--- config.mk ---
export PLATFORM = sky130hd
export DESIGN_NAME = usbg_get_responder
export DESIGN_NICKNAME = d
export VERILOG_FILES = /design/src/rtl/usbg_pkg.sv /design/src/rtl/usbg_get_responder.sv
export SDC_FILE = /design/constraint.sdc
export NUM_CORES = 1
export LEC_CHECK = 0
export BUFFER_PORTS_ARGS = -buffer_cell sky130_fd_sc_hd__buf_2
export CORE_MARGIN = 1.5
export CORE_UTILIZATION = 45
export CTS_BUF_LIST = sky130_fd_sc_hd__clkbuf_4
export CTS_CLUSTER_SIZE = 14
export DETAILED_ROUTE_END_ITERATION = 7
export MAX_ROUTING_LAYER = met4
export PLACE_DENSITY = 0.76
export SYNTH_ARGS = -nofsm -noshare
export SYNTH_HDL_FRONTEND = slang
export SYNTH_SLANG_ARGS = --single-unit
--- constraint.sdc ---
create_clock -name i_clock -period 6.4 [get_ports i_clock]
set_clock_uncertainty 0.2 [all_clocks]
set_input_delay 0.64 -clock i_clock [delete_from_list [all_inputs] [get_ports i_clock]]
set_output_delay 0.64 -clock i_clock [all_outputs]
set_load 0.01 [all_outputs]
--- src/rtl/usbg_pkg.sv ---
// Package of request codes, field positions, reset values and state types for the get-request responder.
package usbg_pkg;

  // Request codes handled or watched by the responder.
  localparam logic [7:0] USBG_REQ_GET_STATUS    = 8'h00;
  localparam logic [7:0] USBG_REQ_CLEAR_FEATURE = 8'h01;
  localparam logic [7:0] USBG_REQ_SET_FEATURE   = 8'h03;
  localparam logic [7:0] USBG_REQ_GET_DESCR     = 8'h06;
  localparam logic [7:0] USBG_REQ_GET_CONFIG    = 8'h08;
  localparam logic [7:0] USBG_REQ_GET_IFACE     = 8'h0a;

  // Descriptor type codes.
  localparam logic [7:0] USBG_DT_DEVICE    = 8'h01;
  localparam logic [7:0] USBG_DT_CONFIG    = 8'h02;
  localparam logic [7:0] USBG_DT_STRING    = 8'h03;
  localparam logic [7:0] USBG_DT_QUALIFIER = 8'h06;
  localparam logic [7:0] USBG_DT_OTHER_CFG = 8'h07;

  // Feature selectors.
  localparam logic [15:0] USBG_FS_EP_HALT   = 16'h0000;
  localparam logic [15:0] USBG_FS_WAKEUP    = 16'h0001;
  localparam logic [15:0] USBG_FS_TEST_MODE = 16'h0002;

  // Request type field layout and codes.
  localparam int         USBG_RT_DIR_BIT  = 7;
  localparam int         USBG_RT_TYPE_LSB = 5;
  localparam logic [1:0] USBG_RT_STANDARD = 2'h0;
  localparam logic [4:0] USBG_RCP_DEVICE  = 5'h00;
  localparam logic [4:0] USBG_RCP_IFACE   = 5'h01;
  localparam logic [4:0] USBG_RCP_EP      = 5'h02;

  // Status word bit positions.
  localparam int USBG_ST_SELF_PWR_BIT = 0;
  localparam int USBG_ST_WAKEUP_BIT   = 1;
  localparam int USBG_ST_HALT_BIT     = 0;

  // Reset values of the kept status bits.
  localparam logic USBG_WAKEUP_RESET = 1'b0;
  localparam logic USBG_HALT_RESET   = 1'b0;

  // Lengths of the fixed-size answers.
  localparam logic [15:0] USBG_LEN_ONE = 16'h0001;
  localparam logic [15:0] USBG_LEN_TWO = 16'h0002;

  // Device state as reported by the enumeration logic.
  typedef enum logic [1:0] {
    USBG_ST_DEFAULT    = 2'b00,
    USBG_ST_ADDRESS    = 2'b01,
    USBG_ST_CONFIGURED = 2'b10
  } usbg_dev_state_type;

  // Responder sequencer states.
  typedef enum logic [2:0] {
    USBG_FSM_IDLE   = 3'b000,
    USBG_FSM_LOOKUP = 3'b001,
    USBG_FSM_FETCH  = 3'b010,
    USBG_FSM_SEND   = 3'b011,
    USBG_FSM_ZLP    = 3'b100
  } usbg_fsm_type;

endpackage

--- src/rtl/usbg_get_responder.sv ---
// Control-pipe responder for the read-type standard requests and the endpoint status bits.
`timescale 1ns/100ps
module usbg_get_responder
  import usbg_pkg::*;
#(
  parameter int NUM_IFACES   = 1,
  parameter int NUM_EPS      = 2,
  parameter int MAX_PACKET   = 64,
  parameter bit HS_CAPABLE   = 1'b1
) (
  // Clock and reset.
  input  wire logic                    i_clock,
  input  wire logic                    i_resetn,
  // Setup packet fields.
  input  wire logic                    i_setup_valid,
  input  wire logic [7:0]              i_bm_request_type,
  input  wire logic [7:0]              i_b_request,
  input  wire logic [15:0]             i_w_value,
  input  wire logic [15:0]             i_w_index,
  input  wire logic [15:0]             i_w_length,
  // Device context from the enumeration logic.
  input  wire logic [1:0]              i_dev_state,
  input  wire logic [7:0]              i_config_value,
  input  wire logic [NUM_IFACES*8-1:0] i_alt_setting,
  input  wire logic                    i_bus_reset,
  input  wire logic                    i_setting_applied,
  input  wire logic                    i_self_powered,
  input  wire logic                    i_ctrl_halt,
  input  wire logic [NUM_EPS-1:0]      i_ep_hw_halt,
  // Descriptor store lookup and read.
  output logic                         o_desc_req,
  output logic [7:0]                   o_desc_type,
  output logic [7:0]                   o_desc_index,
  output logic [15:0]                  o_desc_lang,
  input  wire logic                    i_desc_ack,
  input  wire logic                    i_desc_found,
  input  wire logic [15:0]             i_desc_length,
  output logic [15:0]                  o_rd_addr,
  input  wire logic [7:0]              i_rd_data,
  // Data stage byte stream.
  output logic                         o_tx_valid,
  output logic [7:0]                   o_tx_data,
  output logic                         o_tx_last,
  output logic                         o_tx_zlp,
  input  wire logic                    i_tx_ready,
  // Request outcome.
  output logic                         o_done,
  output logic                         o_stall,
  output logic                         o_pass,
  output logic                         o_busy,
  // Kept status bits and the one-cycle endpoint toggle reset pulses.
  output logic                         o_remote_wakeup_en,
  output logic [NUM_EPS-1:0]           o_ep_halt,
  output logic [NUM_EPS-1:0]           o_ep_toggle_reset
);

  localparam logic [15:0] PKT_MASK = 16'(MAX_PACKET - 1);

  usbg_dev_state_type dev_st;
  usbg_fsm_type       fsm_q, fsm_d;
  logic [15:0]        ptr_q, ptr_d, remain_q, remain_d, wlen_q, wlen_d, reply_q, reply_d;
  logic [7:0]         dtype_q, dtype_d, dindex_q, dindex_d, tx_data_q, tx_data_d;
  logic [15:0]        dlang_q, dlang_d;
  logic               local_q, local_d, zlp_q, zlp_d, last_q, last_d;
  logic               done_q, done_d, stall_q, stall_d, pass_q, pass_d;
  logic               wake_q, wake_d;
  logic [NUM_EPS-1:0] halt_q, halt_d, tog_q, tog_d;
  // Decode helpers.
  logic               req_std, dir_in, ep_exists, iface_exists, is_cfg;
  logic [4:0]         recip;
  logic [3:0]         ep_num;
  logic [7:0]         alt_sel;
  logic               halt_sel;
  logic               set_halt, clr_halt, set_wake, clr_wake;
  logic               start_go;
  logic [15:0]        start_len, xfer_len;

  assign dev_st  = usbg_dev_state_type'(i_dev_state);
  assign req_std = i_bm_request_type[USBG_RT_TYPE_LSB+1:USBG_RT_TYPE_LSB] == USBG_RT_STANDARD;
  assign dir_in  = i_bm_request_type[USBG_RT_DIR_BIT];
  assign recip   = i_bm_request_type[4:0];
  assign ep_num  = i_w_index[3:0];
  assign is_cfg  = dev_st == USBG_ST_CONFIGURED;

  // Endpoint and interface existence; endpoint zero always exists.
  assign ep_exists    = (i_w_index[15:8] == 8'h00) && (i_w_index[6:4] == 3'h0) &&
                        ((ep_num == 4'h0) || (ep_num <= 4'(NUM_EPS)));
  assign iface_exists = is_cfg && (i_w_index[15:8] == 8'h00) &&
                        (i_w_index[7:0] < 8'(NUM_IFACES));

  // Selects the alternate setting and halt bit named by wIndex.
  always_comb begin
    alt_sel  = 8'h00;
    halt_sel = i_ctrl_halt;
    for (int k = 0; k < NUM_IFACES; k++) begin
      if (i_w_index[7:0] == 8'(k)) begin
        alt_sel = i_alt_setting[k*8 +: 8];
      end
    end
    for (int k = 0; k < NUM_EPS; k++) begin
      if (ep_num == 4'(k + 1)) begin
        halt_sel = halt_q[k];
      end
    end
  end

  // Request decode and answer sequencer.
  always_comb begin
    fsm_d     = fsm_q;
    ptr_d     = ptr_q;
    remain_d  = remain_q;
    wlen_d    = wlen_q;
    reply_d   = reply_q;
    dtype_d   = dtype_q;
    dindex_d  = dindex_q;
    dlang_d   = dlang_q;
    local_d   = local_q;
    zlp_d     = zlp_q;
    last_d    = last_q;
    tx_data_d = tx_data_q;
    done_d    = 1'b0;
    stall_d   = 1'b0;
    pass_d    = 1'b0;
    set_halt  = 1'b0;
    clr_halt  = 1'b0;
    set_wake  = 1'b0;
    clr_wake  = 1'b0;
    start_go  = 1'b0;
    start_len = 16'h0000;
    xfer_len  = 16'h0000;
    if (i_setup_valid) begin
      // A new setup always abandons any answer still in flight.
      fsm_d   = USBG_FSM_IDLE;
      wlen_d  = i_w_length;
      ptr_d   = 16'h0000;
      local_d = 1'b1;
      if (!req_std) begin
        pass_d = 1'b1;
      end else if (i_ctrl_halt && (i_b_request != USBG_REQ_GET_STATUS) &&
                   (i_b_request != USBG_REQ_SET_FEATURE) &&
                   (i_b_request != USBG_REQ_CLEAR_FEATURE)) begin
        stall_d = 1'b1;
      end else begin
        case (i_b_request)
          USBG_REQ_GET_CONFIG: begin
            // Unspecified field values and the Default state are refused.
            if (i_bm_request_type == 8'h80 && i_w_value == 16'h0000 && i_w_index == 16'h0000 &&
                i_w_length == USBG_LEN_ONE && dev_st != USBG_ST_DEFAULT) begin
              reply_d   = {8'h00, is_cfg ? i_config_value : 8'h00};
              start_go  = 1'b1;
              start_len = USBG_LEN_ONE;
            end else begin
              stall_d = 1'b1;
            end
          end
          USBG_REQ_GET_DESCR: begin
            dtype_d  = i_w_value[15:8];
            dindex_d = i_w_value[7:0];
            dlang_d  = (i_w_value[15:8] == USBG_DT_STRING) ? i_w_index : 16'h0000;
            if (i_bm_request_type != 8'h80) begin
              stall_d = 1'b1;
            end else if (i_w_value[15:8] == USBG_DT_CONFIG || i_w_value[15:8] == USBG_DT_STRING) begin
              fsm_d = USBG_FSM_LOOKUP;
            end else if ((i_w_value[15:8] == USBG_DT_DEVICE ||
                          (HS_CAPABLE && (i_w_value[15:8] == USBG_DT_QUALIFIER ||
                                          i_w_value[15:8] == USBG_DT_OTHER_CFG))) &&
                         i_w_value[7:0] == 8'h00) begin
              fsm_d = USBG_FSM_LOOKUP;
            end else begin
              stall_d = 1'b1;
            end
          end
          USBG_REQ_GET_IFACE: begin
            if (i_bm_request_type == 8'h81 && i_w_value == 16'h0000 && i_w_length == USBG_LEN_ONE &&
                iface_exists) begin
              reply_d   = {8'h00, alt_sel};
              start_go  = 1'b1;
              start_len = USBG_LEN_ONE;
            end else begin
              stall_d = 1'b1;
            end
          end
          USBG_REQ_GET_STATUS: begin
            start_len = USBG_LEN_TWO;
            if (!dir_in || i_bm_request_type[6:5] != USBG_RT_STANDARD || i_w_value != 16'h0000 ||
                i_w_length != USBG_LEN_TWO || dev_st == USBG_ST_DEFAULT) begin
              stall_d = 1'b1;
            end else if (recip == USBG_RCP_DEVICE && i_w_index == 16'h0000) begin
              reply_d = 16'h0000;
              reply_d[USBG_ST_SELF_PWR_BIT] = i_self_powered;
              reply_d[USBG_ST_WAKEUP_BIT]   = wake_q;
              start_go = 1'b1;
            end else if (recip == USBG_RCP_IFACE && iface_exists) begin
              reply_d  = 16'h0000;
              start_go = 1'b1;
            end else if (recip == USBG_RCP_EP && ep_exists && (is_cfg || ep_num == 4'h0)) begin
              reply_d = 16'h0000;
              reply_d[USBG_ST_HALT_BIT] = halt_sel;
              start_go = 1'b1;
            end else begin
              stall_d = 1'b1;
            end
          end
          USBG_REQ_SET_FEATURE,
          USBG_REQ_CLEAR_FEATURE: begin
            if (dir_in || i_w_length != 16'h0000 || dev_st == USBG_ST_DEFAULT) begin
              stall_d = 1'b1;
            end else if (recip == USBG_RCP_DEVICE && i_w_value == USBG_FS_WAKEUP &&
                         i_w_index == 16'h0000) begin
              set_wake = i_b_request == USBG_REQ_SET_FEATURE;
              clr_wake = i_b_request == USBG_REQ_CLEAR_FEATURE;
              done_d   = 1'b1;
            end else if (recip == USBG_RCP_DEVICE && i_w_value == USBG_FS_TEST_MODE &&
                         i_b_request == USBG_REQ_SET_FEATURE) begin
              pass_d = 1'b1;
            end else if (recip == USBG_RCP_EP && i_w_value == USBG_FS_EP_HALT && ep_exists &&
                         (is_cfg || ep_num == 4'h0)) begin
              if (ep_num == 4'h0 && i_b_request == USBG_REQ_SET_FEATURE) begin
                stall_d = 1'b1;
              end else begin
                set_halt = i_b_request == USBG_REQ_SET_FEATURE;
                clr_halt = i_b_request == USBG_REQ_CLEAR_FEATURE;
                done_d   = 1'b1;
              end
            end else begin
              stall_d = 1'b1;
            end
          end
          default: begin
            pass_d = 1'b1;
          end
        endcase
      end
    end else begin
      case (fsm_q)
        USBG_FSM_LOOKUP: begin
          if (i_desc_ack) begin
            if (i_desc_found) begin
              local_d   = 1'b0;
              start_go  = 1'b1;
              start_len = i_desc_length;
            end else begin
              fsm_d   = USBG_FSM_IDLE;
              stall_d = 1'b1;
            end
          end
        end
        USBG_FSM_FETCH: begin
          tx_data_d = local_q ? (ptr_q[0] ? reply_q[15:8] : reply_q[7:0]) : i_rd_data;
          last_d    = remain_q == 16'h0001;
          fsm_d     = USBG_FSM_SEND;
        end
        USBG_FSM_SEND: begin
          if (i_tx_ready) begin
            ptr_d    = ptr_q + 16'h0001;
            remain_d = remain_q - 16'h0001;
            if (remain_q != 16'h0001) begin
              fsm_d = USBG_FSM_FETCH;
            end else if (zlp_q) begin
              fsm_d = USBG_FSM_ZLP;
            end else begin
              fsm_d  = USBG_FSM_IDLE;
              done_d = 1'b1;
            end
          end
        end
        USBG_FSM_ZLP: begin
          if (i_tx_ready) begin
            fsm_d  = USBG_FSM_IDLE;
            done_d = 1'b1;
          end
        end
        default: begin
          fsm_d = USBG_FSM_IDLE;
        end
      endcase
    end
    // Starts a data stage clipped to wLength.
    if (start_go) begin
      xfer_len = (start_len > wlen_d) ? wlen_d : start_len;
      remain_d = xfer_len;
      ptr_d    = 16'h0000;
      // A transfer that stops short on a packet boundary needs a zero-length packet.
      zlp_d    = (xfer_len < wlen_d) && ((xfer_len & PKT_MASK) == 16'h0000);
      if (xfer_len == 16'h0000) begin
        fsm_d  = USBG_FSM_IDLE;
        done_d = 1'b1;
      end else begin
        fsm_d = USBG_FSM_FETCH;
      end
    end
    // A bus reset drops any answer in flight.
    if (i_bus_reset) begin
      fsm_d = USBG_FSM_IDLE;
    end
  end

  // Remote wakeup enable is set or cleared by its feature requests and cleared by a bus reset unless a set request comes in the same cycle.
  always_comb begin
    wake_d = wake_q;
    if (set_wake) begin
      wake_d = 1'b1;
    end else if (clr_wake || i_bus_reset) begin
      wake_d = USBG_WAKEUP_RESET;
    end
  end

  // Per-endpoint halt bit and toggle reset.
  for (genvar g = 0; g < NUM_EPS; g++) begin : g_ep
    logic hit;
    assign hit = ep_num == 4'(g + 1);
    always_comb begin
      halt_d[g] = halt_q[g];
      tog_d[g]  = clr_halt && hit;
      if (i_bus_reset || i_setting_applied || (clr_halt && hit)) begin
        halt_d[g] = USBG_HALT_RESET;
      end
      // A standing hardware cause or a set request wins over any clear.
      if (i_ep_hw_halt[g] || (set_halt && hit)) begin
        halt_d[g] = 1'b1;
      end
    end
  end

  // State registers.
  always_ff @(posedge i_clock or negedge i_resetn) begin
    if (!i_resetn) begin
      fsm_q     <= USBG_FSM_IDLE;
      ptr_q     <= 16'h0000;
      remain_q  <= 16'h0000;
      wlen_q    <= 16'h0000;
      reply_q   <= 16'h0000;
      dtype_q   <= 8'h00;
      dindex_q  <= 8'h00;
      dlang_q   <= 16'h0000;
      local_q   <= 1'b1;
      zlp_q     <= 1'b0;
      last_q    <= 1'b0;
      tx_data_q <= 8'h00;
      done_q    <= 1'b0;
      stall_q   <= 1'b0;
      pass_q    <= 1'b0;
      wake_q    <= USBG_WAKEUP_RESET;
      halt_q    <= {NUM_EPS{USBG_HALT_RESET}};
      tog_q     <= '0;
    end else begin
      fsm_q     <= fsm_d;
      ptr_q     <= ptr_d;
      remain_q  <= remain_d;
      wlen_q    <= wlen_d;
      reply_q   <= reply_d;
      dtype_q   <= dtype_d;
      dindex_q  <= dindex_d;
      dlang_q   <= dlang_d;
      local_q   <= local_d;
      zlp_q     <= zlp_d;
      last_q    <= last_d;
      tx_data_q <= tx_data_d;
      done_q    <= done_d;
      stall_q   <= stall_d;
      pass_q    <= pass_d;
      wake_q    <= wake_d;
      halt_q    <= halt_d;
      tog_q     <= tog_d;
    end
  end

  // Outputs.
  assign o_desc_req         = fsm_q == USBG_FSM_LOOKUP;
  assign o_desc_type        = dtype_q;
  assign o_desc_index       = dindex_q;
  assign o_desc_lang        = dlang_q;
  assign o_rd_addr          = ptr_q;
  assign o_tx_valid         = (fsm_q == USBG_FSM_SEND) || (fsm_q == USBG_FSM_ZLP);
  assign o_tx_data          = tx_data_q;
  assign o_tx_last          = last_q;
  assign o_tx_zlp           = fsm_q == USBG_FSM_ZLP;
  assign o_done             = done_q;
  assign o_stall            = stall_q;
  assign o_pass             = pass_q;
  assign o_busy             = fsm_q != USBG_FSM_IDLE;
  assign o_remote_wakeup_en = wake_q;
  assign o_ep_halt          = halt_q;
  assign o_ep_toggle_reset  = tog_q;

endmodule

### Yosys cells after proc, flatten, opt, wreduce, memory -nomap -nowiden

Index checks and enable logic that the tools add are counted.

| storage, ports and cells | value |
|---|---|
| register bits | 118 |
| logic and storage cells | 303 |
| output and inout bits | 69 |

| operators by class | value |
|---|---|
| bitwise operators | 2 |
| equal/unequal tests | 39 |
| order comparisons | 4 |
| add/sub/neg operators | 2 |
| muxes and demuxes | 147 |
| reduce and logical (&&, ||, !) cells | 90 |

Operators by type and width:

| cell | count |
|---|---|
| $mux 16 | 21 |
| $mux 1 | 103 |
| $logic_not 16->1 | 4 |
| $eq 16x1->1 const B | 3 |
| $pmux 16 s3 | 1 |
| $logic_and 1x1->1 | 32 |
| $logic_not 8->1 | 4 |
| $mux 8 | 4 |
| $reduce_bool 16->1 | 2 |
| $mux 3 | 9 |
| $eq 8x2->1 const B | 3 |
| $eq 8x3->1 const B | 3 |
| $reduce_bool 2->1 | 10 |
| $logic_or 1x1->1 | 18 |
| $add 16x1->16 const B | 1 |
| $eq 16x2->1 const B | 1 |
| $eq 8x1->1 const B | 2 |
| $eq 8x4->1 const B | 2 |
| $eq 8x8->1 const B | 2 |
| $gt 16x16->1 | 1 |
| $lt 16x16->1 | 1 |
| $ne 16x1->1 const B | 1 |
| $ne 16x2->1 const B | 1 |
| $sub 16x1->16 const B | 1 |
| 39 further kinds | 54 |

### Depth between registers and ports, before layout

| logic depth | value |
|---|---|
| word-level depth | 17 |
| mapped depth | 22 |

### Worst setup path after synthesis

No wires, ideal clock.

| timing path | value |
|---|---|
| kind | input to register |
| start point | input port i_w_value[13] |
| end point | register zlp_q |
| data arrival time | 4998 ps |
| setup time | 124 ps |
| cell stages on the path | 18 |
| setup slack | 1078 ps |
| cells stage by stage | or4_4 > or4_4 > nor4_4 > and4_1 > a21oi_1 > ha_1 > nand4_1 > o21ai_0 > clkbuf_1 > clkbuf_1 > mux2_2 > ha_1 > o21ai_0 > nand2b_1 > a21oi_1 > or4_1 > o21ai_1 > o21ai_1 |

| between the ends | value |
|---|---|
| longest elaborated chain between the ends | 14 |
| elaborated cells on any way between the ends | 30 |

RTL lines:

| what | RTL line | source |
|---|---|---|
| from (decl) | usbg_get_responder.sv:18 | `input wire logic [15:0] i_w_value,` |
| $logic_not 16->1 | usbg_get_responder.sv:147, usbg_get_responder.sv:174 |  |
| $logic_and 1x1->1 (3 in series) | usbg_get_responder.sv:147 | `if (i_bm_request_type == 8'h80 && i_w_value == 16'h0000 && i_w_index == 16'h0000 &&` |
| $logic_and 1x1->1 | usbg_get_responder.sv:148 | `i_w_length == USBG_LEN_ONE && dev_st != USBG_ST_DEFAULT) begin` |
| $mux 1 | usbg_get_responder.sv:147 |  |
| $pmux 2 s3 | usbg_get_responder.sv:144 | `case (i_b_request)` |
| $mux 2 | usbg_get_responder.sv:139 | `end else if (i_ctrl_halt && (i_b_request != USBG_REQ_GET_STATUS) &&` |
| $mux 2 | usbg_get_responder.sv:137 | `if (!req_std) begin` |
| $mux 16 | usbg_get_responder.sv:131 | `if (i_setup_valid) begin` |
| $gt 16x16->1 | usbg_get_responder.sv:280 | `xfer_len = (start_len > wlen_d) ? wlen_d : start_len;` |
| $mux 16 | usbg_get_responder.sv:280 |  |
| $lt 16x16->1 / $logic_not 16->1 (equally long branches) | usbg_get_responder.sv:284 | `zlp_d = (xfer_len < wlen_d) && ((xfer_len & PKT_MASK) == 16'h0000);` |
| $logic_and 1x1->1 | usbg_get_responder.sv:284 |  |
| to (signal assigned) | usbg_get_responder.sv:356 | `zlp_q <= zlp_d;` |
| to (decl) | usbg_get_responder.sv:64 | `logic local_q, local_d, zlp_q, zlp_d, last_q, last_d;` |

Parallel ways exist; a longest one is shown, timed or not.
A chain may end at the register's enable or synchronous reset.

### Final worst setup path

Ends and elaborated chain as after synthesis.

==> impl_metrics.toml <==
[grt]
track_usage = 0.248
grt_pass1_vias = 6058
met3_usage = 0.0378
met1_usage = 0.322
grt_pass1_wl_mm = 30.3
gr-total-overflow = 0
grt_max_degree = 69
busiest_layer = "met2"
antenna_found_initial = 0
use_met2 = 0.401

[clock_network]
cts_resized = 0
worstSkewPairLatency_ps = 500
root_buffer = "clkbuf_4"
htree_levels = 3
cts.sinks = 110
cts_buffer_depth = 2
clkTransAtPathRegs_ps = 170
numCtsBuffers = 9
cts_tree = "built"

[critical_path]
path_max_fanout = 11
critPathKind = "primary input to register"
critPathRequiredTime_ps = 6640
cp-end-kind = "register"
cp.arrival_ps = 5440
crit_path_start_kind = "primary input"

[finish]
diodes = 0
final_nets = 1069
fill_cells = 1357
drive_gt1_frac = 0.272
area_growth_pct = 18.8

[logic_synthesis]
synth_seq_cells = 110
yosysTopAreaCell = "dfrtp_1"
synth_cells = 737
synth_edf_count = 0
synth-async-reset-ratio = 1.00
ys_warn_count = 0
synth_top_area_frac = 0.410
synth_nets = 889
synth.most_common_cell = "dfrtp_1"
synth_top_flop_cell = "dfrtp_1"
synth_common_cells = "dfrtp_1, nand2_1, nor2_1"
yosysUniqueCellTypes = 58
synth_area_per_cell_um2 = 9.03
yosysSeqAreaShare = 0.414
synth_area_mm2 = 0.00665
synthTopCellsByArea = "dfrtp_1, ha_1, mux2_2, nand2_1, a21oi_1"

[flow_run]
max-cap-violations = 0

[sta]
relSlewSlack = 0.323
worstMarginPinSlew_ps = 1010
tns_ps = 0
fin_crit_sh = 0.813
setup_viol = 0
fmax_ghz = 0.192
period_needed_ps = 5200
finalMaxSlewViolations = 0
hold_ws_ps = 148
rsz0062_at_grt = "false"
hold_violations = 0

[floorplan]
start_util = 0.460
die_y_um = 125
io_pins = 187
core_area_mm2 = 0.0145
die_area_mm2 = 0.0155
dieWidth_um = 125
rows = 44

[power]
power_density_mw_per_mm2 = 158
p_leak_nw = 3.94
total_power_mw = 1.25
ir_drop_v = 0.0000834

[place]
portBuffers = 186
place.gp.congestion = 0.915
dp_hpwl_mm = 14.5

[drt]
viasPerCell = 5.57
drt_first_pass_iters = 4
antenna_left = 0
wirelength_mm = 18.5
drt_iter0_markers = 292
post_drt_wl_per_cell_um = 16.7
drcViolationCount = 0
vias = 6156

[outcome]
status = "finished, final reports clean"

[hold_path]
min_path_type = "primary input to register"
-- cell type report --
| class | count | area (µm²) | share of cell area |
|---|---|---|---|
| multi-input combinational | 574 | 3710 | 0.469 |
| timing repair buffer | 192 | 981 | 0.124 |
| sequential | 110 | 2750 | 0.348 |
| clock buffer | 9 | 67.6 | 0.00855 |
| tap | 184 | 230 | 0.0291 |
| clock inverter | 7 | 48.8 | 0.00617 |
| inverter | 30 | 113 | 0.0142 |
-- where the power goes --
part / switching, mW / leakage (nW) / internal (mW)
Clock: 0.244 / 0.0564 / 0.0805
Combinational: 0.112 / 2.42 / 0.0760
Sequential: 0.0143 / 1.47 / 0.720
-- logic make-up after synthesis --
group           Yosys count  share of synthesized area
compound gates          145                      0.129
mux                      49                     0.0795
simple gates            323                      0.252
fa+ha+maj                34                     0.0639
buf+inv                  53                     0.0320
xor+xnor                 23                     0.0303
flops                   110                      0.414
-- timing repair --
| item | CTS | global route |
|---|---|---|
| hold buffers | 1 | 0 |
| hold endpoints to repair | 42 | 0 |
| buffers inserted | 0 | 0 |
-- flip-flops by register name, summed over array words and instances, names as in the netlist, 2 cells and up --
name,flops
o_tx_data,8
reply_q,8
o_ep_halt,2
o_desc_index,8
fsm_q,3
wlen_q,16
o_rd_addr,16
o_ep_toggle_reset,2
remain_q,16
o_desc_type,8
o_desc_lang,16
-- worst paths after layout --
| path | start | to | slack (ps) | depth (start not counted) |
|---|---|---|---|---|
| min in group asynchronous | i_resetn | o_desc_lang[8] | 450 | 2 |
| hold reg to reg | o_rd_addr[15] | o_rd_addr[15] | 290 | 1 |
| setup / recovery | i_w_value[13] | zlp_q | 1200 | 19 |
| max in group asynchronous | i_resetn | wlen_q[12] | 4310 | 3 |
| setup reg to reg | fsm_q[2] | zlp_q | 1440 | 19 |
| hold / removal | i_ep_hw_halt[1] | o_ep_halt[1] | 150 | 2 |
-- layout by cell type, fill, tap and decap left out, types with 19 or more instances in the layout --
cell type,netlist,layout
a21oi_1,56,56
and2_1,19,19
buf_2,4,185
dfrtp_1,109,109
ha_1,34,34
inv_1,30,30
mux2_2,31,31
nand2_1,84,84
nor2_1,71,71
nor3_1,21,20
nor4_1,20,19
o21ai_0,47,46
-- critical path, stage by stage --
cell and delay, ps:
buf_2 100, or4_4 550, or4_4 460, nor4_4 350
and4_1 290, a21oi_1 80, ha_1 290, nand4_1 100
o21ai_1 620, buf_4 330, mux2_2 370, ha_1 190
a211oi_1 300, o21ai_0 140, o211ai_1 100, a21oi_1 100
nor4_2 200, o21ai_1 100, o21ai_1 120
-- metal layers --
layer	wire, µm	vias up
li1	-	3019
met1	8350	2900
met2	8910	207
met3	866	30
met4	361	0
met5	0	-
-- through the flow --
stage | util | instances | area, µm² | setup WS, ps
global placement | 0.537 | 1089 | 7780 | 870
global route | 0.546 | 1106 | 7900 | 794
finish | 0.546 | 1106 | 7900 | 1200
floorplan | - | 737 | 6650 | 1080
CTS | 0.546 | 1106 | 7900 | 1270
detailed placement | 0.537 | 1089 | 7780 | 739
No activity file was read; power rests on OpenSTA's default activity.
